**src/rtl/boost_seq_pkg.sv**
```systemverilog
package boost_seq_pkg;
	localparam int unsigned ADDR_W = 8;
	localparam int unsigned DATA_W = 8;
	// register offsets
	localparam logic [7:0] CTRL0_OFFSET = 8'h00;
	localparam logic [7:0] CTRL1_OFFSET = 8'h01;
	localparam logic [7:0] AUX_CTRL_OFFSET = 8'h05;
	localparam logic [7:0] PIN_CTRL_OFFSET = 8'h07;
	localparam logic [7:0] MONITOR_OFFSET = 8'h10;
	// field positions
	localparam int unsigned CTRL0_PIN_LEVEL_BIT = 7;
	localparam int unsigned CTRL0_STAT_EN_BIT = 6;
	localparam int unsigned CTRL0_BOOST_BIT = 3;
	localparam int unsigned CTRL1_HIZ_BIT = 1;
	localparam int unsigned CTRL1_REQ_BIT = 0;
	localparam int unsigned AUX_DISABLE_BIT = 6;
	localparam int unsigned PIN_ENABLE_BIT = 0;
	localparam int unsigned PIN_POLARITY_BIT = 1;
	// reset values
	localparam logic CTRL0_STAT_EN_RESET = 1'b1;
	localparam logic [7:0] CTRL1_RESET = 8'h30;
	localparam logic [7:0] AUX_CTRL_RESET = 8'h00;
	localparam logic [7:0] PIN_CTRL_RESET = 8'h00;
	// timing
	localparam int unsigned CLK_PERIOD_NS = 10;
	localparam int unsigned TICK_NS = 1000;
	localparam int unsigned TICK_CYCLES = TICK_NS / CLK_PERIOD_NS;
	localparam int unsigned TIMER_W = 13;
	localparam int unsigned PRECHARGE_US = 560;
	localparam int unsigned SOFT_LOW_US = 128;
	localparam int unsigned SOFT_FULL_US = 384;
	localparam int unsigned ILIMIT_US = 50;
	localparam int unsigned FIRST_RESTART_US = 5200;
	localparam int unsigned RETRY_US = 5000;
	// fault codes
	typedef enum logic [2:0] {
		FAULT_NONE = 3'h0,
		FAULT_BUS_OVP = 3'h1,
		FAULT_STARTUP = 3'h2,
		FAULT_BAT_UVLO = 3'h3,
		FAULT_THERMAL = 3'h5,
		FAULT_TIMER = 3'h6
	} fault_code_t;
	typedef enum logic [5:0] {
		ST_IDLE = 6'b000001,
		ST_PRECHARGE = 6'b000010,
		ST_SOFT_LOW = 6'b000100,
		ST_SOFT_FULL = 6'b001000,
		ST_RUN = 6'b010000,
		ST_RESTART_WAIT = 6'b100000
	} seq_state_t;
endpackage : boost_seq_pkg

```
**src/rtl/interval_if.sv**
```systemverilog
`timescale 1ns/1ps
interface interval_if;
	logic restart;
	logic [boost_seq_pkg::TIMER_W-1:0] limit;
	logic tick;
	logic expired;
	modport owner (output restart, output limit, input tick, input expired);
	modport counter (input restart, input limit, output tick, output expired);
endinterface : interval_if

```
**src/rtl/boost_startup_fault_sequencer.sv**
```systemverilog
// What this block does
// - enable rise with battery ok starts precharge
// - precharge not done in 560us faults
// - precharge done enters soft start, half limit
// - bus in band closes loop, full limit
// - after 128us soft start, raise limit
// - not in band after 384us more faults
// - run: switch off while feedback above reference
// - fault: pulse status, clear request, hi-z, code
// - software start never restarts itself
// - pin start restarts after 5.2ms delay
// - persisting fault retries every 5ms
// - fault code values as defined
// - timer fault resets all registers except the fault code
// - aux output off when disable bit set
// - aux output off in boost or hi-z
// - monitor bits read live, unfiltered
// - monitor register layout at 10h
// - monitor in hi-z valid only with bus
// - boost enable from pin or register
// - polarity bit selects pin active level
// - reading control zero clears fault
`timescale 1ns/1ps
module boost_startup_fault_sequencer #(
	parameter int unsigned FIRST_RESTART_US = boost_seq_pkg::FIRST_RESTART_US,
	parameter int unsigned RETRY_US = boost_seq_pkg::RETRY_US
) (
	// clock and reset
	input wire logic clk_sys,
	input wire logic resetn,
	// register port
	input wire logic regWrEn,
	input wire logic regRdEn,
	input wire logic [boost_seq_pkg::ADDR_W-1:0] regAddr,
	input wire logic [boost_seq_pkg::DATA_W-1:0] regWrData,
	output logic [boost_seq_pkg::DATA_W-1:0] regRdData,
	// pins
	input wire logic hostModePin,
	input wire logic busPowerOnReset,
	// comparators
	input wire logic batAboveUvlo,
	input wire logic midNearBat,
	input wire logic midAboveBat,
	input wire logic busInBand,
	input wire logic fbAboveRef,
	input wire logic busOverVoltage,
	input wire logic currentLimitHit,
	input wire logic thermalShutdown,
	input wire logic watchdogExpired,
	input wire logic [7:0] monitorRaw,
	// power stage control
	output logic powerStageHiZ,
	output logic prechargeSourceOn,
	output logic halfCurrentLimit,
	output logic loopClosed,
	output logic boostSwitchOn,
	output logic auxOutputOn,
	output logic statusPinPulse,
	output logic boostActive
);
	import boost_seq_pkg::*;

	localparam int unsigned IN_W = 19;

	if (FIRST_RESTART_US >= (1 << TIMER_W) || RETRY_US >= (1 << TIMER_W) || RETRY_US == 0)
	begin : g_bad_delay
		$error("restart delays do not fit the interval counter");
	end

	// two-flop synchronisers for pins and comparators
	logic [IN_W-1:0] syncA_r;
	logic [IN_W-1:0] syncB_r;

	always_ff @(posedge clk_sys)
	begin
		if (!resetn)
		begin
			syncA_r <= '0;
			syncB_r <= '0;
		end
		else
		begin
			syncA_r <= {monitorRaw, watchdogExpired, thermalShutdown, currentLimitHit,
				busOverVoltage, fbAboveRef, busInBand, midAboveBat, midNearBat,
				batAboveUvlo, busPowerOnReset, hostModePin};
			syncB_r <= syncA_r;
		end
	end

	logic pinLevel;
	logic busPor;
	logic batOk;
	logic midNear;
	logic midAbove;
	logic inBand;
	logic fbAbove;
	logic ovp;
	logic ilimHit;
	logic thermal;
	logic watchdog;
	logic [7:0] monitorLive;

	assign {monitorLive, watchdog, thermal, ilimHit, ovp, fbAbove, inBand, midAbove, midNear,
		batOk, busPor, pinLevel} = syncB_r;

	// register state
	logic statEn_r;
	logic statEn_nxt;
	logic [2:0] faultCode_r;
	logic [2:0] faultCode_nxt;
	logic [7:0] ctrl1_r;
	logic [7:0] ctrl1_nxt;
	logic [7:0] auxCtrl_r;
	logic [7:0] auxCtrl_nxt;
	logic [7:0] pinCtrl_r;
	logic [7:0] pinCtrl_nxt;
	logic [7:0] rdData_r;
	logic [7:0] rdData_nxt;
	logic statusPulse_r;
	logic statusPulse_nxt;

	// sequencer state
	seq_state_t state_r;
	seq_state_t state_nxt;
	logic retryPending_r;
	logic retryPending_nxt;
	logic firstRetry_r;
	logic firstRetry_nxt;
	logic enPrev_r;
	logic enPrev_nxt;
	logic [5:0] ilimCount_r;
	logic [5:0] ilimCount_nxt;

	interval_if tmr ();

	interval_timer u_timer (
		.clk_sys (clk_sys),
		.resetn (resetn),
		.tmr (tmr.counter)
	);

	logic hiZReq;
	logic boostReq;
	logic pinEnable;
	logic pinActive;
	logic boostEn;
	logic startEdge;
	logic running;
	logic faultNow;
	fault_code_t faultCode;

	assign hiZReq = ctrl1_r[CTRL1_HIZ_BIT];
	assign boostReq = ctrl1_r[CTRL1_REQ_BIT];
	assign pinEnable = pinCtrl_r[PIN_ENABLE_BIT];
	assign pinActive = pinLevel == pinCtrl_r[PIN_POLARITY_BIT];
	assign boostEn = (pinEnable && pinActive) || (!hiZReq && boostReq);
	assign startEdge = boostEn && !enPrev_r;
	assign running = (state_r != ST_IDLE) && (state_r != ST_RESTART_WAIT);

	// fault detection, priority highest first
	always_comb
	begin
		faultCode = FAULT_NONE;
		if (running)
		begin
			if (watchdog)
				faultCode = FAULT_TIMER;
			else if (thermal)
				faultCode = FAULT_THERMAL;
			else if (ovp)
				faultCode = FAULT_BUS_OVP;
			else if (!batOk)
				faultCode = FAULT_BAT_UVLO;
			else if (state_r == ST_PRECHARGE && tmr.expired && !midNear)
				faultCode = FAULT_STARTUP;
			else if (state_r == ST_SOFT_FULL && tmr.expired && !inBand)
				faultCode = FAULT_STARTUP;
			else if (state_r == ST_RUN && ilimCount_r >= 6'(ILIMIT_US))
				faultCode = FAULT_STARTUP;
		end
	end

	assign faultNow = faultCode != FAULT_NONE;

	// sequencer next state
	always_comb
	begin
		state_nxt = state_r;
		retryPending_nxt = retryPending_r;
		firstRetry_nxt = firstRetry_r;
		enPrev_nxt = boostEn;
		ilimCount_nxt = '0;
		if (faultNow)
		begin
			state_nxt = ST_IDLE;
			retryPending_nxt = pinEnable && pinActive;
		end
		else
		begin
			case (state_r)
				ST_IDLE:
				begin
					if (retryPending_r)
					begin
						retryPending_nxt = 1'b0;
						if (pinEnable && pinActive)
							state_nxt = ST_RESTART_WAIT;
					end
					else if (startEdge && batOk)
					begin
						state_nxt = ST_PRECHARGE;
						firstRetry_nxt = 1'b1;
					end
				end
				ST_PRECHARGE:
				begin
					if (!boostEn)
						state_nxt = ST_IDLE;
					else if (midNear)
						state_nxt = ST_SOFT_LOW;
				end
				ST_SOFT_LOW:
				begin
					if (!boostEn)
						state_nxt = ST_IDLE;
					else if (inBand)
						state_nxt = ST_RUN;
					else if (tmr.expired)
						state_nxt = ST_SOFT_FULL;
				end
				ST_SOFT_FULL:
				begin
					if (!boostEn)
						state_nxt = ST_IDLE;
					else if (inBand)
						state_nxt = ST_RUN;
				end
				ST_RUN:
				begin
					firstRetry_nxt = 1'b1;
					if (ilimHit && tmr.tick)
						ilimCount_nxt = ilimCount_r + 6'h01;
					else if (ilimHit)
						ilimCount_nxt = ilimCount_r;
					if (!boostEn)
						state_nxt = ST_IDLE;
				end
				ST_RESTART_WAIT:
				begin
					if (!(pinEnable && pinActive))
						state_nxt = ST_IDLE;
					else if (tmr.expired)
					begin
						state_nxt = ST_PRECHARGE;
						firstRetry_nxt = 1'b0;
					end
				end
				default:
					state_nxt = ST_IDLE;
			endcase
		end
	end

	always_ff @(posedge clk_sys)
	begin
		if (!resetn)
		begin
			state_r <= ST_IDLE;
			retryPending_r <= 1'b0;
			firstRetry_r <= 1'b1;
			enPrev_r <= 1'b0;
			ilimCount_r <= 6'h00;
		end
		else
		begin
			state_r <= state_nxt;
			retryPending_r <= retryPending_nxt;
			firstRetry_r <= firstRetry_nxt;
			enPrev_r <= enPrev_nxt;
			ilimCount_r <= ilimCount_nxt;
		end
	end

	// interval per state
	always_comb
	begin
		tmr.restart = state_nxt != state_r;
		case (state_r)
			ST_PRECHARGE:
				tmr.limit = TIMER_W'(PRECHARGE_US);
			ST_SOFT_LOW:
				tmr.limit = TIMER_W'(SOFT_LOW_US);
			ST_SOFT_FULL:
				tmr.limit = TIMER_W'(SOFT_FULL_US);
			ST_RESTART_WAIT:
				tmr.limit = firstRetry_r ? TIMER_W'(FIRST_RESTART_US) : TIMER_W'(RETRY_US);
			default:
				tmr.limit = {TIMER_W{1'b1}};
		endcase
	end

	// register file next values
	always_comb
	begin
		statEn_nxt = statEn_r;
		faultCode_nxt = faultCode_r;
		ctrl1_nxt = ctrl1_r;
		auxCtrl_nxt = auxCtrl_r;
		pinCtrl_nxt = pinCtrl_r;
		rdData_nxt = rdData_r;
		statusPulse_nxt = 1'b0;
		if (regWrEn)
		begin
			case (regAddr)
				CTRL0_OFFSET:
					statEn_nxt = regWrData[CTRL0_STAT_EN_BIT];
				CTRL1_OFFSET:
					ctrl1_nxt = regWrData;
				AUX_CTRL_OFFSET:
					auxCtrl_nxt = regWrData;
				PIN_CTRL_OFFSET:
					pinCtrl_nxt = {6'h00, regWrData[1:0]};
				default:
					statEn_nxt = statEn_r;
			endcase
		end
		if (regRdEn)
		begin
			case (regAddr)
				CTRL0_OFFSET:
				begin
					rdData_nxt = {pinLevel, statEn_r, 2'b00, running, faultCode_r};
					faultCode_nxt = FAULT_NONE;
				end
				CTRL1_OFFSET:
					rdData_nxt = ctrl1_r;
				AUX_CTRL_OFFSET:
					rdData_nxt = auxCtrl_r;
				PIN_CTRL_OFFSET:
					rdData_nxt = pinCtrl_r;
				MONITOR_OFFSET:
					rdData_nxt = monitorLive;
				default:
					rdData_nxt = 8'h00;
			endcase
		end
		if (busPor)
			faultCode_nxt = FAULT_NONE;
		// hi-z drops the request, stopping register-started boost; pin-started boost keeps running
		if (ctrl1_nxt[CTRL1_HIZ_BIT])
			ctrl1_nxt[CTRL1_REQ_BIT] = 1'b0;
		if (faultNow)
		begin
			if (faultCode == FAULT_TIMER)
			begin
				statEn_nxt = CTRL0_STAT_EN_RESET;
				ctrl1_nxt = CTRL1_RESET;
				auxCtrl_nxt = AUX_CTRL_RESET;
				pinCtrl_nxt = PIN_CTRL_RESET;
			end
			ctrl1_nxt[CTRL1_REQ_BIT] = 1'b0;
			faultCode_nxt = faultCode;
			statusPulse_nxt = 1'b1;
		end
	end

	always_ff @(posedge clk_sys)
	begin
		if (!resetn)
		begin
			statEn_r <= CTRL0_STAT_EN_RESET;
			faultCode_r <= FAULT_NONE;
			ctrl1_r <= CTRL1_RESET;
			auxCtrl_r <= AUX_CTRL_RESET;
			pinCtrl_r <= PIN_CTRL_RESET;
			rdData_r <= 8'h00;
			statusPulse_r <= 1'b0;
		end
		else
		begin
			statEn_r <= statEn_nxt;
			faultCode_r <= faultCode_nxt;
			ctrl1_r <= ctrl1_nxt;
			auxCtrl_r <= auxCtrl_nxt;
			pinCtrl_r <= pinCtrl_nxt;
			rdData_r <= rdData_nxt;
			statusPulse_r <= statusPulse_nxt;
		end
	end

	// power stage decode
	assign regRdData = rdData_r;
	assign statusPinPulse = statusPulse_r;
	assign boostActive = running;
	assign powerStageHiZ = !running;
	assign prechargeSourceOn = state_r == ST_PRECHARGE;
	assign halfCurrentLimit = state_r == ST_SOFT_LOW;
	assign loopClosed = state_r == ST_RUN;
	assign boostSwitchOn = (state_r == ST_SOFT_LOW) || (state_r == ST_SOFT_FULL)
		|| ((state_r == ST_RUN) && !fbAbove);
	assign auxOutputOn = midAbove && !auxCtrl_r[AUX_DISABLE_BIT]
		&& !running && !hiZReq;
endmodule : boost_startup_fault_sequencer

```
**src/rtl/interval_timer.sv**
```systemverilog
`timescale 1ns/1ps
module interval_timer (
	// clock and reset
	input wire logic clk_sys,
	input wire logic resetn,
	// owner side
	interval_if.counter tmr
);
	import boost_seq_pkg::*;

	logic [7:0] div_r;
	logic [7:0] div_nxt;
	logic [TIMER_W-1:0] count_r;
	logic [TIMER_W-1:0] count_nxt;
	logic tick_r;
	logic tick_nxt;

	always_comb
	begin
		div_nxt = div_r + 8'h01;
		tick_nxt = 1'b0;
		count_nxt = count_r;
		if (div_r == 8'(TICK_CYCLES - 1))
		begin
			div_nxt = 8'h00;
			tick_nxt = 1'b1;
		end
		if (tick_r && (count_r != {TIMER_W{1'b1}}))
			count_nxt = count_r + 1'b1;
		// count restarts on every state entry
		if (tmr.restart)
		begin
			div_nxt = 8'h00;
			tick_nxt = 1'b0;
			count_nxt = '0;
		end
	end

	always_ff @(posedge clk_sys)
	begin
		if (!resetn)
		begin
			div_r <= 8'h00;
			tick_r <= 1'b0;
			count_r <= '0;
		end
		else
		begin
			div_r <= div_nxt;
			tick_r <= tick_nxt;
			count_r <= count_nxt;
		end
	end

	assign tmr.tick = tick_r;
	assign tmr.expired = (count_r >= tmr.limit);
endmodule : interval_timer
```
**config.mk**
```make
export PLATFORM = sky130hd
export DESIGN_NAME = boost_startup_fault_sequencer
export DESIGN_NICKNAME = d
export VERILOG_FILES = /design/src/rtl/boost_seq_pkg.sv /design/src/rtl/interval_if.sv /design/src/rtl/boost_startup_fault_sequencer.sv /design/src/rtl/interval_timer.sv
export SDC_FILE = /design/constraint.sdc
export NUM_CORES = 1
export LEC_CHECK = 0
export BUFFER_PORTS_ARGS = -buffer_cell sky130_fd_sc_hd__buf_4
export CAP_MARGIN = 20
export CORE_MARGIN = 2
export CORE_UTILIZATION = 30
export CTS_CLUSTER_DIAMETER = 120
export DETAILED_ROUTE_END_ITERATION = 6
export GPL_TIMING_DRIVEN = 0
export PLACE_DENSITY = 0.56
export SYNTH_ARGS = -nofsm -noshare
export SYNTH_HDL_FRONTEND = slang
export SYNTH_SLANG_ARGS = --single-unit
```
**constraint.sdc**
```tcl
create_clock -name clk_sys -period 5.2 [get_ports clk_sys]
set_clock_uncertainty 0.1 [all_clocks]
set_input_delay 1.04 -clock clk_sys [delete_from_list [all_inputs] [get_ports clk_sys]]
set_output_delay 1.04 -clock clk_sys [all_outputs]
set_load 0.005 [all_outputs]
```
==> results.json <==
{
  "status": "complete, no violations",
  "leakagePower_nw": 2.57,
  "root_buffer": "clkbuf_16",
  "rsz0062_at_grt": "false",
  "vias": 4184,
  "period_needed_ns": 4.61,
  "reg2reg_from": "state_r[5]",
  "cap_violations": 0,
  "cts_tree": "built",
  "slew_viol_final": 0,
  "grt_pass1_vias": 4113,
  "die_area_sq_um": 18700,
  "place.port_buffers": 54,
  "hold_viol": 0,
  "totalWireLength_mm": 13.0,
  "yosys_warnings": 0,
  "ant_nets": 0,
  "ios": 55,
  "hold_start": "syncA_r[0]",
  "post_cts_resized": 0,
  "syn_nets": 614,
  "max_slew_margin_pct": 27.5,
  "crit_path_end_kind": "flop",
  "cp_data_arrival_time_ns": 4.76,
  "synth_area_per_cell_sq_um": 9.42,
  "finalSetupViolations": 0,
  "diodes": 0,
  "layout_commonest_cell": "dfxtp_1",
  "numCtsBuffers": 9,
  "synthCells": 560,
  "syn-cell-area_sq_um": 5280,
  "cp_data_required_time_ns": 5.34,
  "drtIter0Drc": 221,
  "cts_hold_buf": 0,
  "die_h_microns": 137,
  "drtPass1Iterations": 4,
  "area_delta_synth_final_pct": 18.4,
  "n_fill_cell": 1749,
  "antenna_found_initial": 0,
  "critPathTopFamily": "compound AO/OA/AOI/OAI gates",
  "min_path_type": "flop to flop",
  "gp_congestion": 0.878,
  "cp-startpoint": "state_r[5]",
  "ys_seq_area_share_pct": 42.5,
  "synth_edf_count": 0,
  "layout-drive-gt1-share_pct": 18.4,
  "initial_core_util_pct": 30.6,
  "via_per_inst": 4.89,
  "hpwl_mm": 10.0,
  "grtUsageTotal_pct": 14.2,
  "clock_latency_ns": 0.36,
  "ys_ff_latch": 112,
  "layout.nets": 679,
  "avgRoutedWirePerCell_microns": 15.2,
  "cts_setup_buffers": 0,
  "worst-path-buf-inv": 3,
  "htree_num_levels": 3,
  "grt_max_degree": 20,
  "clk_path_buf_depth": 2,
  "dpl.cell_count": 839,
  "ir_worst_vdd_mv": 0.139,
  "core_area_sq_um": 17200,
  "rows": 48,
  "worstSetupStartpointType": "flop",
  "power.total_mw": 1.64,
  "ys.flop_type": "dfxtp_1",
  "overflow": 0,
  "critPathKind": "flop to flop",
  "max_stage_delay_ns": 0.56,
  "p_per_area_nw_per_um2": 262,
  "fin_setup_tns_ns": 0,
  "drc": 0,
  "grt_pass1_wl_mm": 20.7,
  "critPathMaxFanout": 10,
  "layout_common_cells": "dfxtp_1 (112), nor2_1 (57), buf_4 (54)",
  "fmaxAchievable_mhz": 217,
  "cts.sinks": 112,
  "crit_slowest_cell": "nor4_1",
  "layout.cells.non_filler": 855,
  "synth.distinct_cells": 67,
  "die_w_microns": 137,
  "period_share_pct": 88.7,
  "async_flop_share_pct": 0,
  "worst_slew_pin_slew_ns": 1.08,
  "clkTransAtPathRegs_ns": 0.07,
  "crit_chain": "clkbuf_1 -> nor4_1 -> nand3b_1 -> inv_1 -> nor2_1 -> ha_1 -> a211o_1 -> o32ai_1 -> o21ai_0 -> o31ai_1 -> a22oi_1 -> o22ai_1 -> buf_6 -> nor4_2"
}
==> path summary, 6_finish.rpt <==
check | endpoint | depth (start not counted) | slack, ns
max | u_timer.count_r[10] | 14 | 0.59
min | syncB_r[0] | 1 | 0.33
max reg2reg | u_timer.count_r[10] | 14 | 0.59
min reg2reg | syncB_r[0] | 1 | 0.33
==> cell usage after synthesis, types with 2 or more instances <==
| cell | number | area (sq um) |
|---|---|---|
| dfxtp_1 | 112 | 2240 |
| nor2_1 | 57 | 214 |
| and2_1 | 44 | 275 |
| nand2_1 | 31 | 116 |
| a21oi_1 | 24 | 120 |
| mux2i_1 | 23 | 230 |
| nor4_2 | 21 | 263 |
| nand3_1 | 19 | 95.1 |
| clkbuf_1 | 16 | 60.1 |
| ha_1 | 15 | 188 |
| xor2_1 | 14 | 123 |
| nor3_1 | 13 | 65.1 |
| o21ai_0 | 13 | 65.1 |
| and3_1 | 12 | 75.1 |
| inv_1 | 12 | 45.0 |
| xnor2_1 | 12 | 105 |
| a211oi_1 | 8 | 60.1 |
| mux2_2 | 8 | 90.1 |
| nand4_1 | 8 | 50.1 |
| nor4_1 | 6 | 37.5 |
| o31ai_1 | 6 | 45.0 |
| a221oi_1 | 5 | 43.8 |
| buf_2 | 5 | 25.0 |
| o211ai_1 | 5 | 37.5 |
| buf_6 | 4 | 45.0 |
| nand2b_1 | 4 | 25.0 |
| nor2b_1 | 4 | 25.0 |
| o211a_1 | 4 | 40.0 |
| o21a_1 | 4 | 30.0 |
| o31a_1 | 4 | 35.0 |
| a32oi_1 | 3 | 26.3 |
| nand3b_1 | 3 | 22.5 |
| nor3b_1 | 3 | 22.5 |
| a211o_1 | 2 | 17.5 |
| a31oi_1 | 2 | 12.5 |
| and4_1 | 2 | 17.5 |
| or4_1 | 2 | 15.0 |
==> power breakdown <==
part           internal (mW)  switching, mW  total, mW
registers              0.875        0.00886      0.884
clock network          0.336          0.336      0.672
logic                 0.0426         0.0404     0.0830
==> layer usage <==
| layer | GRT usage, % | wire length, microns | part of all wire, % |
|---|---|---|---|
| met1 | 19.3 | 6550 | 50 |
| met3 | 2.59 | 389 | 3.0 |
| met2 | 21.9 | 5910 | 45 |
| met4 | 6.54 | 179 | 1.4 |
| met5 | 0 | 0 | 0 |
==> sequential cells by signal, summed over array words and instances (netlist names), 3 cells and up <==
signal	cells
u_timer.div_r	8
syncA_r	19
regRdData	8
state_r	6
ctrl1_r	8
syncB_r	19
faultCode_r	3
pinCtrl_r	8
ilimCount_r	6
auxCtrl_r	8
u_timer.count_r	13
==> area by class of cell <==
class                           count  area [sq um]  share of cell area, %
Timing Repair Buffer               54           405                   6.49
Clock inverter                      5          52.6                  0.841
Sequential cell                   112          2240                   35.9
Inverter                           14          52.6                  0.841
Buffer                             26           134                   2.14
Clock buffer                       11           233                   3.72
Tap cell                          225           282                   4.51
Multi-Input combinational cell    408          2850                   45.6
==> through the flow <==
step                cell area, sq um  util (%)  setup slack, ns  hold WS [ns]
finish                          6250      36.3            0.589         0.334
global route                    6250      36.3            0.281         0.352
CTS                             6250      36.3            0.653         0.337
detailed placement              5960      34.6            0.675         0.319
global placement                5960      34.6            0.665         0.318
floorplan                       5280         -             1.54         0.312
==> logic make-up (layout without fill, tap and decap cells) <==
logic type | after synthesis | in the layout | share of synthesized area [%]
muxes | 31 | 31 | 6.07
DFF | 112 | 112 | 42.5
and+or+nand+nor | 240 | 240 | 27.0
adders and majority gates | 15 | 15 | 3.56
xor gates and xnor gates | 26 | 26 | 4.32
AOI/OAI and AO/OA | 96 | 96 | 13.0
buffers and inverters | 40 | 110 | 3.53
Power figures use the tool's default switching activity.
